[src/host_bridge_pkg.sv]
// constants, field layout and carrier types for the host bridge config/error bank
// assumes a 32-bit APB master; register indices scale by four to byte addresses
package host_bridge_pkg;

   localparam int unsigned ADDR_W = 12;

   // printed offsets are not word multiples, so they are indices
   localparam logic [7:0]        HUB_CFG_IDX  = 8'hc6;
   localparam logic [7:0]        ERR_STS_IDX  = 8'hc8;
   localparam logic [ADDR_W-1:0] HUB_CFG_ADDR = {2'h0, HUB_CFG_IDX, 2'h0};
   localparam logic [ADDR_W-1:0] ERR_STS_ADDR = {2'h0, ERR_STS_IDX, 2'h0};

   localparam logic [15:0] HUB_CFG_RESET = 16'h0000;
   localparam logic [15:0] ERR_STS_RESET = 16'h0000;
   localparam logic [15:0] HUB_CFG_WMASK = 16'hec20;
   localparam logic [15:0] ERR_STS_MASK  = 16'h03bf;

   // hub_configuration fields
   localparam int unsigned SGC_HI    = 15;
   localparam int unsigned SGC_LO    = 13;
   localparam int unsigned MFS_HI    = 11;
   localparam int unsigned MFS_LO    = 10;
   localparam int unsigned MONO_BIT  = 5;
   localparam int unsigned GMODE_BIT = 3;
   localparam int unsigned IOQ_BIT   = 2;
   localparam int unsigned FBF_HI    = 1;
   localparam int unsigned FBF_LO    = 0;

   // error_status flag positions
   localparam int unsigned NONMEM_LOCK_BIT = 9;
   localparam int unsigned SW_MGMT_BIT     = 8;
   localparam int unsigned MULTI_BIT       = 7;
   localparam int unsigned SPECIAL_BIT     = 5;
   localparam int unsigned OUTSIDE_AP_BIT  = 4;
   localparam int unsigned INVALID_GFX_BIT = 3;
   localparam int unsigned BAD_ENTRY_BIT   = 2;
   localparam int unsigned UNSUP_CMD_BIT   = 1;
   localparam int unsigned SINGLE_BIT      = 0;

   localparam logic [2:0] SGC_ONE = 3'h0;
   localparam logic [2:0] SGC_TWO = 3'h1;
   localparam logic [1:0] FBF_533 = 2'h1;
   localparam logic [1:0] FBF_800 = 2'h2;
   localparam logic [1:0] MFS_333 = 2'h1;
   localparam logic [1:0] MFS_400 = 2'h2;
   localparam logic [3:0] IOQ_SHALLOW = 4'h1;
   localparam logic [3:0] IOQ_DEEP    = 4'hc;
   localparam logic [1:0] MEM_IO_MULT = 2'h2;

   // compatibility decode
   localparam logic [9:0]  PORT_3B4 = 10'h3b4;
   localparam logic [9:0]  PORT_3B5 = 10'h3b5;
   localparam logic [9:0]  PORT_3B8 = 10'h3b8;
   localparam logic [9:0]  PORT_3B9 = 10'h3b9;
   localparam logic [9:0]  PORT_3BA = 10'h3ba;
   localparam logic [9:0]  PORT_3BF = 10'h3bf;
   localparam logic [9:0]  VGA_IO_A_LO = 10'h3b0;
   localparam logic [9:0]  VGA_IO_A_HI = 10'h3bb;
   localparam logic [9:0]  VGA_IO_B_LO = 10'h3c0;
   localparam logic [9:0]  VGA_IO_B_HI = 10'h3df;
   localparam logic [7:0]  DW_3BC      = 8'hef;
   localparam logic [31:0] MONO_MEM_LO = 32'h000b0000;
   localparam logic [31:0] MONO_MEM_HI = 32'h000b7fff;
   localparam logic [31:0] VGA_MEM_LO  = 32'h000a0000;
   localparam logic [31:0] VGA_MEM_HI  = 32'h000bffff;

   typedef enum logic [1:0] {
      MEM_RATE_RSVD = 2'h0,
      MEM_RATE_333  = 2'h1,
      MEM_RATE_320  = 2'h3,
      MEM_RATE_400  = 2'h2
   } mem_rate_t;

   typedef struct packed {
      logic       graphics_mode_strap;
      logic       queue_depth_pin;
      logic [1:0] bus_speed_strap;
   } straps_t;

   typedef struct packed {
      logic nonmem_lock;
      logic sw_mgmt;
      logic special_cycle;
      logic outside_aperture;
      logic invalid_gfx;
      logic bad_entry;
      logic unsup_cmd;
   } err_event_t;

   typedef struct packed {
      logic        multi;
      logic        single;
      logic [31:0] addr;
      logic        channel;
      logic [2:0]  device;
   } ecc_report_t;

   typedef struct packed {
      logic [31:0] addr;
      logic        channel;
      logic [2:0]  device;
      logic        multi_error_log_flag;
   } err_log_t;

   typedef struct packed {
      logic        valid;
      logic        is_io;
      logic [31:0] addr;
      logic [3:0]  byte_en;
   } cpu_req_t;

   typedef struct packed {
      logic        vga_enable;
      logic        isa_enable;
      logic [15:0] bridge_io_base;
      logic [15:0] bridge_io_limit;
   } bridge_control_t;

endpackage : host_bridge_pkg
[src/host_bridge_config_and_error_status.sv]
// hub configuration and error status registers with their side logic
// assumes an APB master on clk; straps and events are synchronous to clk
//
// Function
// - stop-grant count 000 acks after one stop grant, 001 after two
// - stop grants from every thread of every processor count toward total
// - memory select resets to 00 and with bus strap picks memory rate
// - memory I/O clock always runs at twice memory clock
// - new memory select applies only after clock synchronization completes
// - VGA and mono-present both clear sends compatibility references to hub, except 3BC-3BF
// - VGA set, mono clear: VGA to graphics, port 3BF and aliases to hub
// - both set: VGA references to graphics, mono references to hub
// - mono decode is B0000-B7FFF and six ports, ignoring A15:10
// - with VGA and mono-present set, any I/O touching a mono port goes to the hub link
// - VGA clear: 3BC-3BF decode as ordinary I/O against bridge window
// - bit 3 shows graphics mode strap sampled at power good
// - bit 2 shows queue depth strap: 0 means depth 1, 1 depth 12
// - bits 1:0 latch bus speed strap on power good rising edge
// - flags set always; system error message only on enabled rise
// - error flags clear only by writing one
// - bit 9 flags locked access to non-memory space
// - bit 8 flags management interrupt from software trigger
// - multi-bit error sets bit 7, logs, locks log until cleared
// - single-bit error sets bit 0, logs once; multi-bit still overwrites
// - bits 5..1 flag hub special cycle and graphics access faults
`timescale 1ns/1ps

module host_bridge_config_and_error_status (
   // clock, reset, enable
   input  wire logic                                clk,
   input  wire logic                                rst_b,
   input  wire logic                                ce,
   // apb slave
   input  wire logic                                psel,
   input  wire logic                                penable,
   input  wire logic                                pwrite,
   input  wire logic [host_bridge_pkg::ADDR_W-1:0]  paddr,
   input  wire logic [31:0]                         pwdata,
   output logic      [31:0]                         prdata,
   output logic                                     pready,
   output logic                                     pslverr,
   // straps
   input  wire logic                                power_good,
   input  wire host_bridge_pkg::straps_t            straps,
   output logic      [3:0]                          queue_depth,
   // stop grant
   input  wire logic                                fsb_stop_grant,
   output logic                                     stop_grant_ack,
   // memory clocking
   input  wire logic                                clk_sync_done,
   output host_bridge_pkg::mem_rate_t               mem_rate,
   output logic      [1:0]                          mem_io_mult,
   // compatibility routing
   input  wire host_bridge_pkg::bridge_control_t    bridge_control,
   input  wire host_bridge_pkg::cpu_req_t           cpu_req,
   output logic                                     route_valid,
   output logic                                     route_to_graphics,
   // errors
   input  wire host_bridge_pkg::err_event_t         err_event,
   input  wire host_bridge_pkg::ecc_report_t        ecc_report,
   input  wire logic [15:0]                         error_command,
   input  wire logic                                serr_global_enable,
   output logic                                     serr_msg,
   output host_bridge_pkg::err_log_t                error_address_log
);
   import host_bridge_pkg::*;

   logic [2:0]  stop_grant_count_reg;
   logic [1:0]  mem_freq_select_reg;
   logic [1:0]  mem_freq_active_reg;
   logic        mono_adapter_present_reg;
   straps_t     strap_reg;
   logic        power_good_reg;
   logic [15:0] err_flags_reg;
   logic [15:0] err_flags_next;
   logic [1:0]  sg_seen_reg;
   logic [31:0] prdata_reg;
   logic        pslverr_reg;
   logic [3:0]  queue_depth_reg;
   mem_rate_t   mem_rate_reg;
   logic        serr_msg_reg;
   logic        route_valid_reg;
   logic        route_gfx_reg;
   err_log_t    log_reg;

   logic        setup_phase;
   logic        wr_access;
   logic        hit_cfg;
   logic        hit_err;
   logic [15:0] hub_cfg_view;
   logic [15:0] err_events;
   logic [15:0] err_clear;
   logic [15:0] err_rise;

   assign setup_phase = ce && psel && !penable;
   assign wr_access   = ce && psel && penable && pwrite;
   assign hit_cfg     = (paddr == HUB_CFG_ADDR);
   assign hit_err     = (paddr == ERR_STS_ADDR);

   // unused positions stay zero, so reserved bits read back as zero
   always_comb begin
      hub_cfg_view                  = 16'h0000;
      hub_cfg_view[SGC_HI:SGC_LO]   = stop_grant_count_reg;
      hub_cfg_view[MFS_HI:MFS_LO]   = mem_freq_select_reg;
      hub_cfg_view[MONO_BIT]        = mono_adapter_present_reg;
      hub_cfg_view[GMODE_BIT]       = strap_reg.graphics_mode_strap;
      hub_cfg_view[IOQ_BIT]         = strap_reg.queue_depth_pin;
      hub_cfg_view[FBF_HI:FBF_LO]   = strap_reg.bus_speed_strap;
   end

   // read data and error captured in the setup cycle; ready whenever enabled
   always_ff @(posedge clk or negedge rst_b) begin
      if (!rst_b) begin
         prdata_reg  <= 32'h00000000;
         pslverr_reg <= 1'b0;
      end else if (setup_phase) begin
         pslverr_reg <= !(hit_cfg || hit_err);
         if (hit_cfg) begin
            prdata_reg <= {16'h0000, hub_cfg_view};
         end else if (hit_err) begin
            prdata_reg <= {16'h0000, err_flags_reg};
         end else begin
            prdata_reg <= 32'h00000000;
         end
      end
   end

   assign prdata  = prdata_reg;
   assign pslverr = pslverr_reg;
   assign pready  = ce;

   // software-written configuration fields
   always_ff @(posedge clk or negedge rst_b) begin
      if (!rst_b) begin
         stop_grant_count_reg     <= HUB_CFG_RESET[SGC_HI:SGC_LO];
         mem_freq_select_reg      <= HUB_CFG_RESET[MFS_HI:MFS_LO];
         mono_adapter_present_reg <= HUB_CFG_RESET[MONO_BIT];
      end else if (wr_access && hit_cfg) begin
         stop_grant_count_reg     <= pwdata[SGC_HI:SGC_LO] & HUB_CFG_WMASK[SGC_HI:SGC_LO];
         mem_freq_select_reg      <= pwdata[MFS_HI:MFS_LO] & HUB_CFG_WMASK[MFS_HI:MFS_LO];
         mono_adapter_present_reg <= pwdata[MONO_BIT];
      end
   end

   // straps caught on the rising edge of power good, never under reset
   always_ff @(posedge clk or negedge rst_b) begin
      if (!rst_b) begin
         power_good_reg  <= 1'b0;
         strap_reg       <= '0;
         queue_depth_reg <= IOQ_SHALLOW;
      end else if (ce) begin
         power_good_reg <= power_good;
         if (power_good && !power_good_reg) begin
            strap_reg       <= straps;
            queue_depth_reg <= straps.queue_depth_pin ? IOQ_DEEP : IOQ_SHALLOW;
         end
      end
   end

   assign queue_depth = queue_depth_reg;

   // stop-grant counting; reserved codes behave as a single grant.
   // changing the count mid-sequence is software's fault and is not guarded.
   always_ff @(posedge clk or negedge rst_b) begin
      if (!rst_b) begin
         sg_seen_reg    <= 2'h0;
         stop_grant_ack <= 1'b0;
      end else if (ce) begin
         stop_grant_ack <= 1'b0;
         if (fsb_stop_grant) begin
            if (stop_grant_count_reg == SGC_TWO && sg_seen_reg == 2'h0) begin
               sg_seen_reg <= 2'h1;
            end else begin
               sg_seen_reg    <= 2'h0;
               stop_grant_ack <= 1'b1;
            end
         end
      end
   end

   // memory timing held until the synchronization sequence finishes
   always_ff @(posedge clk or negedge rst_b) begin
      if (!rst_b) begin
         mem_freq_active_reg <= HUB_CFG_RESET[MFS_HI:MFS_LO];
         mem_rate_reg        <= MEM_RATE_RSVD;
      end else if (ce) begin
         if (clk_sync_done) begin
            mem_freq_active_reg <= mem_freq_select_reg;
         end
         unique case ({strap_reg.bus_speed_strap, mem_freq_active_reg})
            {FBF_533, MFS_333}: mem_rate_reg <= MEM_RATE_333;
            {FBF_800, MFS_333}: mem_rate_reg <= MEM_RATE_320;
            {FBF_800, MFS_400}: mem_rate_reg <= MEM_RATE_400;
            default:            mem_rate_reg <= MEM_RATE_RSVD;
         endcase
      end
   end

   assign mem_rate    = mem_rate_reg;
   assign mem_io_mult = MEM_IO_MULT;

   // per-lane compatibility decode, A15:10 ignored
   logic [3:0] lane_mono;
   logic [3:0] lane_3bf;
   logic [3:0] lane_vga;

   for (genvar lane = 0; lane < 4; lane++) begin : g_lane
      logic [9:0] port;
      assign port = {cpu_req.addr[9:2], 2'(lane)};
      assign lane_mono[lane] = cpu_req.byte_en[lane] &&
         (port == PORT_3B4 || port == PORT_3B5 || port == PORT_3B8 ||
          port == PORT_3B9 || port == PORT_3BA || port == PORT_3BF);
      assign lane_3bf[lane] = cpu_req.byte_en[lane] && (port == PORT_3BF);
      assign lane_vga[lane] = cpu_req.byte_en[lane] &&
         ((port >= VGA_IO_A_LO && port <= VGA_IO_A_HI) ||
          (port >= VGA_IO_B_LO && port <= VGA_IO_B_HI));
   end

   logic io_mono;
   logic io_3bf;
   logic io_vga;
   logic io_3bc_dw;
   logic io_window;
   logic mem_mono;
   logic mem_vga;
   logic to_gfx;

   assign io_mono   = |lane_mono;
   assign io_3bf    = |lane_3bf;
   assign io_vga    = |lane_vga;
   assign io_3bc_dw = (cpu_req.addr[9:2] == DW_3BC);
   // isa enable drops the upper three quarters of each 1 KB block
   assign io_window = (cpu_req.addr[15:0] >= bridge_control.bridge_io_base) &&
                      (cpu_req.addr[15:0] <= bridge_control.bridge_io_limit) &&
                      !(bridge_control.isa_enable && cpu_req.addr[9:8] != 2'h0);
   assign mem_mono  = (cpu_req.addr >= MONO_MEM_LO) && (cpu_req.addr <= MONO_MEM_HI);
   assign mem_vga   = (cpu_req.addr >= VGA_MEM_LO) && (cpu_req.addr <= VGA_MEM_HI);

   // mono-present with vga clear is illegal; it decodes as vga clear
   always_comb begin
      to_gfx = 1'b0;
      if (cpu_req.is_io) begin
         if (!bridge_control.vga_enable) begin
            if (io_3bc_dw) begin
               to_gfx = io_window;
            end else if (io_mono || io_vga) begin
               to_gfx = 1'b0;
            end else begin
               to_gfx = io_window;
            end
         end else if (mono_adapter_present_reg) begin
            if (io_mono) begin
               to_gfx = 1'b0;
            end else if (io_vga) begin
               to_gfx = 1'b1;
            end else begin
               to_gfx = io_window;
            end
         end else begin
            if (io_3bf) begin
               to_gfx = 1'b0;
            end else if (io_vga || io_mono) begin
               to_gfx = 1'b1;
            end else begin
               to_gfx = io_window;
            end
         end
      end else if (mem_mono) begin
         to_gfx = bridge_control.vga_enable && !mono_adapter_present_reg;
      end else if (mem_vga) begin
         to_gfx = bridge_control.vga_enable;
      end
   end

   always_ff @(posedge clk or negedge rst_b) begin
      if (!rst_b) begin
         route_valid_reg <= 1'b0;
         route_gfx_reg   <= 1'b0;
      end else if (ce) begin
         route_valid_reg <= cpu_req.valid;
         if (cpu_req.valid) begin
            route_gfx_reg <= to_gfx;
         end
      end
   end

   assign route_valid       = route_valid_reg;
   assign route_to_graphics = route_gfx_reg;

   // error flags: set wins over a same-cycle write-one clear
   always_comb begin
      err_events                  = 16'h0000;
      err_events[NONMEM_LOCK_BIT] = err_event.nonmem_lock;
      err_events[SW_MGMT_BIT]     = err_event.sw_mgmt;
      err_events[MULTI_BIT]       = ecc_report.multi;
      err_events[SPECIAL_BIT]     = err_event.special_cycle;
      err_events[OUTSIDE_AP_BIT]  = err_event.outside_aperture;
      err_events[INVALID_GFX_BIT] = err_event.invalid_gfx;
      err_events[BAD_ENTRY_BIT]   = err_event.bad_entry;
      err_events[UNSUP_CMD_BIT]   = err_event.unsup_cmd;
      err_events[SINGLE_BIT]      = ecc_report.single;
   end

   assign err_clear      = (wr_access && hit_err) ? pwdata[15:0] : 16'h0000;
   assign err_flags_next = ((err_flags_reg & ~err_clear) | err_events) & ERR_STS_MASK;
   assign err_rise       = err_events & ~err_flags_reg & ERR_STS_MASK;

   always_ff @(posedge clk or negedge rst_b) begin
      if (!rst_b) begin
         err_flags_reg <= ERR_STS_RESET;
         serr_msg_reg  <= 1'b0;
      end else if (ce) begin
         err_flags_reg <= err_flags_next;
         serr_msg_reg  <= serr_global_enable && |(err_rise & error_command);
      end
   end

   assign serr_msg = serr_msg_reg;

   // log locks on a multi-bit error; a single-bit lock yields to multi-bit
   always_ff @(posedge clk or negedge rst_b) begin
      if (!rst_b) begin
         log_reg <= '0;
      end else if (ce) begin
         if (ecc_report.multi && !err_flags_reg[MULTI_BIT]) begin
            log_reg.addr                 <= ecc_report.addr;
            log_reg.channel              <= ecc_report.channel;
            log_reg.device               <= ecc_report.device;
            log_reg.multi_error_log_flag <= err_flags_reg[SINGLE_BIT];
         end else if (ecc_report.single && !err_flags_reg[SINGLE_BIT] &&
                      !err_flags_reg[MULTI_BIT]) begin
            log_reg.addr                 <= ecc_report.addr;
            log_reg.channel              <= ecc_report.channel;
            log_reg.device               <= ecc_report.device;
            log_reg.multi_error_log_flag <= 1'b0;
         end
      end
   end

   assign error_address_log = log_reg;

endmodule : host_bridge_config_and_error_status

[config.mk]
export PLATFORM = sky130hd
export DESIGN_NAME = host_bridge_config_and_error_status
export DESIGN_NICKNAME = d
export VERILOG_FILES = /design/src/host_bridge_pkg.sv /design/src/host_bridge_config_and_error_status.sv
export SDC_FILE = /design/constraint.sdc
export NUM_CORES = 1
export LEC_CHECK = 0
export ABC_AREA = 1
export BUFFER_PORTS_ARGS = -buffer_cell sky130_fd_sc_hd__buf_2
export CAP_MARGIN = 10
export CORE_MARGIN = 3
export CORE_UTILIZATION = 46
export CTS_BUF_LIST = sky130_fd_sc_hd__clkbuf_4 sky130_fd_sc_hd__clkbuf_8
export DETAILED_ROUTE_END_ITERATION = 8
export GPL_TIMING_DRIVEN = 0
export PLACE_DENSITY_LB_ADDON = 0.15
export SLEW_MARGIN = 20
export SYNTH_ARGS = -nofsm -noshare
export SYNTH_HDL_FRONTEND = slang
export SYNTH_SLANG_ARGS = --single-unit
[constraint.sdc]
create_clock -name clk -period 1.6 [get_ports clk]
set_input_delay 0.08 -clock clk [delete_from_list [all_inputs] [get_ports clk]]
set_output_delay 0.08 -clock clk [all_outputs]
set_load 0.01 [all_outputs]
==> results of run 1 <==
synthesized netlist by cell type:
master       n  share of area (%)
nand2_1    211                 17
dfrtp_1     81                 43
inv_1       77                6.1
nor2_1      37                2.9
ha_1        32                8.4
nand3_1     31                3.3
buf_4       24                3.8
o21ai_0     23                2.4
a21oi_1     17                1.8
nand4_1      6               0.79
a22o_1       5               0.92
clkbuf_1     5               0.40
mux2_4       5                1.6
nor4_1       5               0.66
buf_1        4               0.32
o22ai_1      4               0.53
a211oi_1     3               0.48
inv_2        3               0.24
nor3_1       3               0.32
nor3_4       3                1.0
a31oi_1      2               0.26
buf_6        2               0.48
conb_1       2               0.16
nor2_2       2               0.26
o2111ai_1    2               0.37
o21a_1       2               0.32
buf_2        1               0.11
dfstp_2      1               0.55
inv_6        1               0.18
mux2_2       1               0.24
nand2_4      1               0.24
nor2_4       1               0.24
nor3b_1      1               0.16
nor4_2       1               0.26
nor4b_1      1               0.18
o21bai_1     1               0.16
o31ai_1      1               0.16
or3_1        1               0.13
path summary, 6_finish.rpt:
kind,start,to,slack [ns],depth (start not counted)
max in group asynchronous,rst_b,error_address_log[20]$_DFFE_PN0P_,0.76,3
setup / recovery,ecc_report[37],error_address_log[17]$_DFFE_PN0P_,0.11,9
setup reg to reg,err_flags_reg[0]$_DFFE_PN0P_,error_address_log[17]$_DFFE_PN0P_,0.16,6
hold / removal,pwdata[5],mono_adapter_present_reg$_DFFE_PN0P_,0.001,3
min in group asynchronous,rst_b,prdata[2]$_DFFE_PN0P_,0.24,2
hold reg to reg,error_address_log[9]$_DFFE_PN0P_,error_address_log[9]$_DFFE_PN0P_,0.48,2
layout make-up:
class | instances | area [um2]
fillers | 844 | 2990
diodes | 1 | 2.50
repair buffers | 285 | 1740
inverters | 81 | 309
plain buffers | 36 | 248
multi-input cells | 423 | 2210
clock buffers | 10 | 138
clock inverters | 6 | 48.8
well taps | 133 | 166
flip-flops and latches | 82 | 2050
timing repair:
action                     in CTS  in global routing
setup buffers                   0                  0
gates resized for setup         0                  8
setup endpoints to repair       0                  9
hold endpoints to repair       93                  0
hold buffers                   58                  0
layer usage:
| layer | vias up | GRT usage [%] | routed length, um |
|---|---|---|---|
| met3 | 27 | 5.34 | 1020 |
| met4 | 0 | 7.75 | 332 |
| li1 | 2503 | - | - |
| met1 | 2301 | 29.1 | 5690 |
| met2 | 219 | 43.6 | 7330 |
| met5 | - | 0 | 0 |
metrics by stage:
stage               total power [mW]  hold WS (ns)  util [%]
CTS                             5.23      0.000395      69.7
global route                    5.52        0.0172      69.8
global placement                3.65         0.255      61.6
floorplan                       3.07        -0.216         -
detailed placement              3.70        0.0794      61.9
finish                          5.21       0.00126      69.8
where the power goes:
group	internal, mW	total (mW)	switching (mW)	leakage [nW]
logic	0.652	1.35	0.696	3.00
clock network	0.625	1.41	0.790	0.0912
registers	2.31	2.45	0.141	1.03
total	3.58	5.21	1.63	4.11
worst register-to-register path: cells and delay by family (launching register included):
| family | cells | cell delay [ns] |
|---|---|---|
| AOI/OAI and AO/OA | 1 | 0.10 |
| and+or+nand+nor | 3 | 0.30 |
| DFF | 1 | 0.39 |
| buffers and inverters | 2 | 0.59 |
cell families after synthesis:
| family | count (synthesis) |
|---|---|
| buffers and inverters | 117 |
| other | 2 |
| adder cells (fa/ha/maj) | 32 |
| AO/OA/AOI/OAI | 60 |
| AND/OR/NAND/NOR | 304 |
| flip-flops | 82 |
| multiplexers | 6 |
==> flow_metrics.py, run 1 <==
metrics = {
    "flow_run": {
        "cap_violations": 0,
    },
    "logic_synthesis": {
        "synthMuxAreaShare_pct": 1.82,
        "syn_inst": 603,
        "yosysUniqueCellTypes": 38,
        "synth_top_family_by_area": "simple AND/OR/NAND/NOR gates",
        "synth-simple-area-share_pct": 27.2,
        "ys_ff_latch": 82,
        "avgSynthCellArea_um2": 7.86,
        "synth_xor_area_share_pct": 0,
        "synth_seq_area_share_pct": 43.3,
        "synth_compound_area_share_pct": 7.42,
        "synth_area_um2": 4740,
        "yosys_warnings": 0,
        "synth_adder_area_share_pct": 8.45,
    },
    "grt": {
        "grt_pass1_wl_mm": 22.6,
        "grt_pass1_vias": 4947,
        "antenna_found_initial": 0,
        "track_usage_pct": 24.4,
        "grt-ovfl-total": 0,
        "grt_max_degree": 47,
    },
    "cells_and_area": {
        "stdcell_area_um2": 6920,
        "stdcell_count": 1057,
        "areaGrowthSynthToFinish_pct": 46.0,
        "drive_gt1_share_pct": 32.0,
        "mostFrequentLayoutCells": "buf_2 (226), nand2_1 (211), dfrtp_1 (81), inv_1 (77), dlygate4sd3_1 (58)",
        "final_common_cell": "buf_2",
        "largest_register_ffs": 37,
        "layout.nets": 1141,
    },
    "route": {
        "drt_first_pass_iters": 7,
        "drt_iter0_drc": 294,
        "ant_nets": 0,
        "vias": 5050,
        "remaining_drc_errors": 0,
        "wl_per_cell_um": 13.6,
        "avgViaCountPerCell": 4.78,
        "wirelength_mm": 14.4,
    },
    "clock_network": {
        "numCtsBuffers": 9,
        "ctsRootBufferMaster": "clkbuf_8",
        "tritoncts": "built",
        "clkTransAtPathRegs_ns": 0.08,
        "htree_levels": 3,
        "clock-sinks": 82,
        "clk_latency_ns": 0.35,
        "ctsLongestPathBuffers": 2,
    },
    "timing": {
        "min_period_ns": 1.49,
        "period_share_pct": 93.1,
        "drv_slew": 0,
        "postLayoutSetupSlackWorst_ns": 0.110,
        "maxSlewHeadroom_pct": 62.6,
        "fmax_mhz": 671,
        "finalSetupTns_ns": 0,
        "hold_viol_final": 0,
        "setup_viol": 0,
        "rsz0062_at_grt": "no",
        "skew_ns": 0.00658,
        "worst_pin_slew_ns": 0.560,
    },
    "floorplan": {
        "rows": 36,
        "coreArea_um2": 9910,
        "io_pins": 274,
        "fp.dieArea_um2": 11600,
        "die_x_um": 107,
        "start_util_pct": 47.8,
        "fp.dieH_um": 107,
    },
    "critical_path": {
        "critPathCaptureType": "flop",
        "critPathTopFamily": "buffers and inverters",
        "crit_chain": "dlygate4sd3_1 > buf_2 > inv_1 > o21ai_0 > nand3_1 > buf_2 > buf_1 > nand2_1 > nand2_1",
        "critPathKind": "in -> reg",
        "cpPeakStageDelay_ns": 0.54,
        "cp_data_required_time_ns": 1.89,
        "crit_fanout": 10,
        "critPathSlowestCell": "dlygate4sd3_1",
        "arrival_ns": 1.78,
        "crit_buf_inv": 5,
        "critPathLaunchType": "input pin",
    },
    "power": {
        "powerDensity_nw_per_um2": 753,
        "leakage_nw": 4.11,
        "irDropWorstVdd_uv": 663,
    },
    "placement": {
        "dp_hpwl_mm": 10.8,
        "dp_worst_setup_slack_ns": 0.138,
        "portBuffers": 226,
        "dp_cells": 982,
        "gp_congestion": 0.851,
        "post_dp_cell_area_um2": 6140,
    },
    "outcome": {
        "status": "completed",
    },
    "worst_hold_path": {
        "hold_path.class": "in -> reg",
    },
}
Note: power is estimated with default switching activity, not from simulation.
==> run 2, diff against run 1 <==
--- a/config.mk
+++ b/config.mk
@@ -7,9 +7,8 @@
 export LEC_CHECK = 0
 export ABC_AREA = 1
 export BUFFER_PORTS_ARGS = -buffer_cell sky130_fd_sc_hd__buf_2
-export CAP_MARGIN = 10
 export CORE_MARGIN = 3
-export CORE_UTILIZATION = 46
+export CORE_UTILIZATION = 40
 export CTS_BUF_LIST = sky130_fd_sc_hd__clkbuf_4 sky130_fd_sc_hd__clkbuf_8
 export DETAILED_ROUTE_END_ITERATION = 8
 export GPL_TIMING_DRIVEN = 0
==> constraint.sdc (replaced) <==
create_clock -name clk -period 1.6 [get_ports clk]
set_input_delay 0.32 -clock clk [delete_from_list [all_inputs] [get_ports clk]]
set_output_delay 0.32 -clock clk [all_outputs]
set_load 0.01 [all_outputs]
==> run 2 against run 1 <==
  * Utilization down 15 points
  * Routed wire length fell by 7.1%
  * Clock-buffer cell count grew 3
  * Setup slack improved by 0.10 ns
  * Non-clock buffer count is 57 lower
  * Combinational power fell by 9%
  * Sequential cell count stayed put
  * Cell count shrank 4.5%
  * Hold slack improved by 0.14 ns
  * Die area increased by 14%
==> flow_metrics.py, run 2 (synthesized netlist as in run 1, its figures left out) <==
metrics = {
    "critical_path": {
        "critPathKind": "reg -> reg",
        "cp_data_required_time_ns": 1.83,
        "crit_fanout": 10,
        "critPathLaunchType": "flop",
        "critPathCaptureType": "flop",
        "arrival_ns": 1.62,
    },
    "outcome": {
        "status": "completed",
    },
    "timing": {
        "rsz0062_at_grt": "no",
        "min_period_ns": 1.38,
        "maxSlewHeadroom_pct": 61.1,
        "hold_viol_final": 0,
        "drv_slew": 0,
        "fmax_mhz": 722,
        "period_share_pct": 86.5,
        "setup_viol": 0,
        "skew_ns": 0.00512,
        "worst_pin_slew_ns": 0.582,
    },
    "route": {
        "ant_nets": 0,
        "drt_iter0_drc": 245,
        "drt_first_pass_iters": 5,
        "vias": 4677,
        "remaining_drc_errors": 0,
        "wl_per_cell_um": 13.2,
        "wirelength_mm": 13.4,
        "avgViaCountPerCell": 4.64,
    },
    "floorplan": {
        "die_x_um": 115,
        "coreArea_um2": 11500,
        "start_util_pct": 41.1,
        "io_pins": 274,
        "fp.dieH_um": 115,
        "fp.dieArea_um2": 13200,
        "rows": 39,
    },
    "clock_network": {
        "numCtsBuffers": 9,
        "clk_latency_ns": 0.34,
        "clkTransAtPathRegs_ns": 0.08,
        "ctsLongestPathBuffers": 2,
        "tritoncts": "built",
        "clock-sinks": 82,
        "ctsRootBufferMaster": "clkbuf_8",
        "htree_levels": 3,
    },
    "placement": {
        "dp_cells": 992,
        "gp_congestion": 0.856,
        "portBuffers": 226,
        "dp_hpwl_mm": 10.9,
    },
    "cells_and_area": {
        "layout.nets": 1084,
        "final_common_cell": "buf_2",
        "fillers": 1131,
        "areaGrowthSynthToFinish_pct": 33.9,
        "antenna_cells": 0,
        "drive_gt1_share_pct": 34.1,
        "mostFrequentLayoutCells": "buf_2 (226), nand2_1 (211), dfrtp_1 (81), inv_1 (77), nor2_1 (37)",
        "largest_register_ffs": 37,
        "stdcell_count": 1009,
    },
    "grt": {
        "grt_pass1_wl_mm": 20.8,
        "track_usage_pct": 19.7,
        "grt_max_degree": 59,
        "antenna_found_initial": 1,
        "grt-ovfl-total": 0,
        "grt_pass1_vias": 4426,
    },
    "power": {
        "powerDensity_nw_per_um2": 790,
        "leakage_nw": 3.88,
        "irDropWorstVdd_uv": 768,
        "power.total_mw": 5.01,
    },
    "worst_hold_path": {
        "hold_path.class": "in -> reg",
    },
    "flow_run": {
        "cap_violations": 0,
    },
}
-- run 2: changes by cell type in the layout (fill, tap and decap cells not counted), moves of 2 or more --
cell           before  now
clkinv_2            1    3
clkinvlp_4          2    0
clkbuf_4            0    3
inv_6               3    1
dlygate4sd3_1      58    1
-- run 2: timing repair --
action	CTS	global route
resized for setup	0	8
hold buffers	1	0
setup buffers	0	0
endpoints found under the setup margin	0	25
endpoints found under the hold margin	23	0
-- run 2: cell type report --
class                           instances  area (um2)  share of cell area [%]
Timing Repair Buffer                  228        1170                    18.5
Inverter                               81         309                    4.87
Clock inverter                          3        15.0                   0.237
Buffer                                 36         249                    3.93
Clock buffer                           13         160                    2.53
Multi-Input combinational cell        423        2210                    34.8
Sequential cell                        82        2050                    32.4
Tap cell                              143         179                    2.82
-- run 2: layer usage --
| layer | track usage, % | wire [um] | vias up |
|---|---|---|---|
| met4 | 5.87 | 227 | 2 |
| met5 | 0 | 7 | - |
| met3 | 5.32 | 970 | 17 |
| li1 | - | - | 2385 |
| met2 | 32.9 | 6550 | 154 |
| met1 | 25.0 | 5590 | 2119 |
-- run 2: worst paths after layout --
check	start	endpoint	slack, ns	cells past startpoint
max in group asynchronous	rst_b	prdata[15]$_DFFE_PN0P_	0.55	3
max reg2reg	err_flags_reg[0]$_DFFE_PN0P_	error_address_log[1]$_DFFE_PN0P_	0.22	6
min	straps[2]	queue_depth[0]$_DFFE_PN1P_	0.14	2
max	err_flags_reg[0]$_DFFE_PN0P_	error_address_log[1]$_DFFE_PN0P_	0.22	6
min reg2reg	route_valid$_DFFE_PN0P_	route_valid$_DFFE_PN0P_	0.48	2
min in group asynchronous	rst_b	prdata[5]$_DFFE_PN0P_	0.45	2
-- run 2: critical path, stage by stage (launching register included) --
cell and delay [ns]:
dfrtp_1 0.42, o21ai_0 0.17, nand3_1 0.12, buf_2 0.20, clkbuf_2 0.21, nand2_1 0.10, nand2_1 0.06
-- run 2: metrics by stage --
stage | TNS [ns] | cell area [um2] | utilization, % | setup slack (ns) | hold slack (ns)
4_1_cts | 0 | 6330 | 55.0 | 0.114 | 0.117
3_3_place_gp | -35.84 | 6120 | 53.1 | -0.436 | 0.458
5_1_grt | 0 | 6340 | 55.1 | 0.0669 | 0.112
6_report | 0 | 6340 | 55.1 | 0.215 | 0.145
2_1_floorplan | 0 | 4810 | - | 0.194 | 0.0244
3_5_place_dp | -1.23 | 6150 | 53.4 | -0.0944 | 0.256
-- run 2: power by group --
part | internal, mW | switching, mW | total, mW
combinational | 0.561 | 0.669 | 1.23
clock | 0.652 | 0.695 | 1.35
sequential | 2.31 | 0.125 | 2.43
total | 3.52 | 1.49 | 5.01
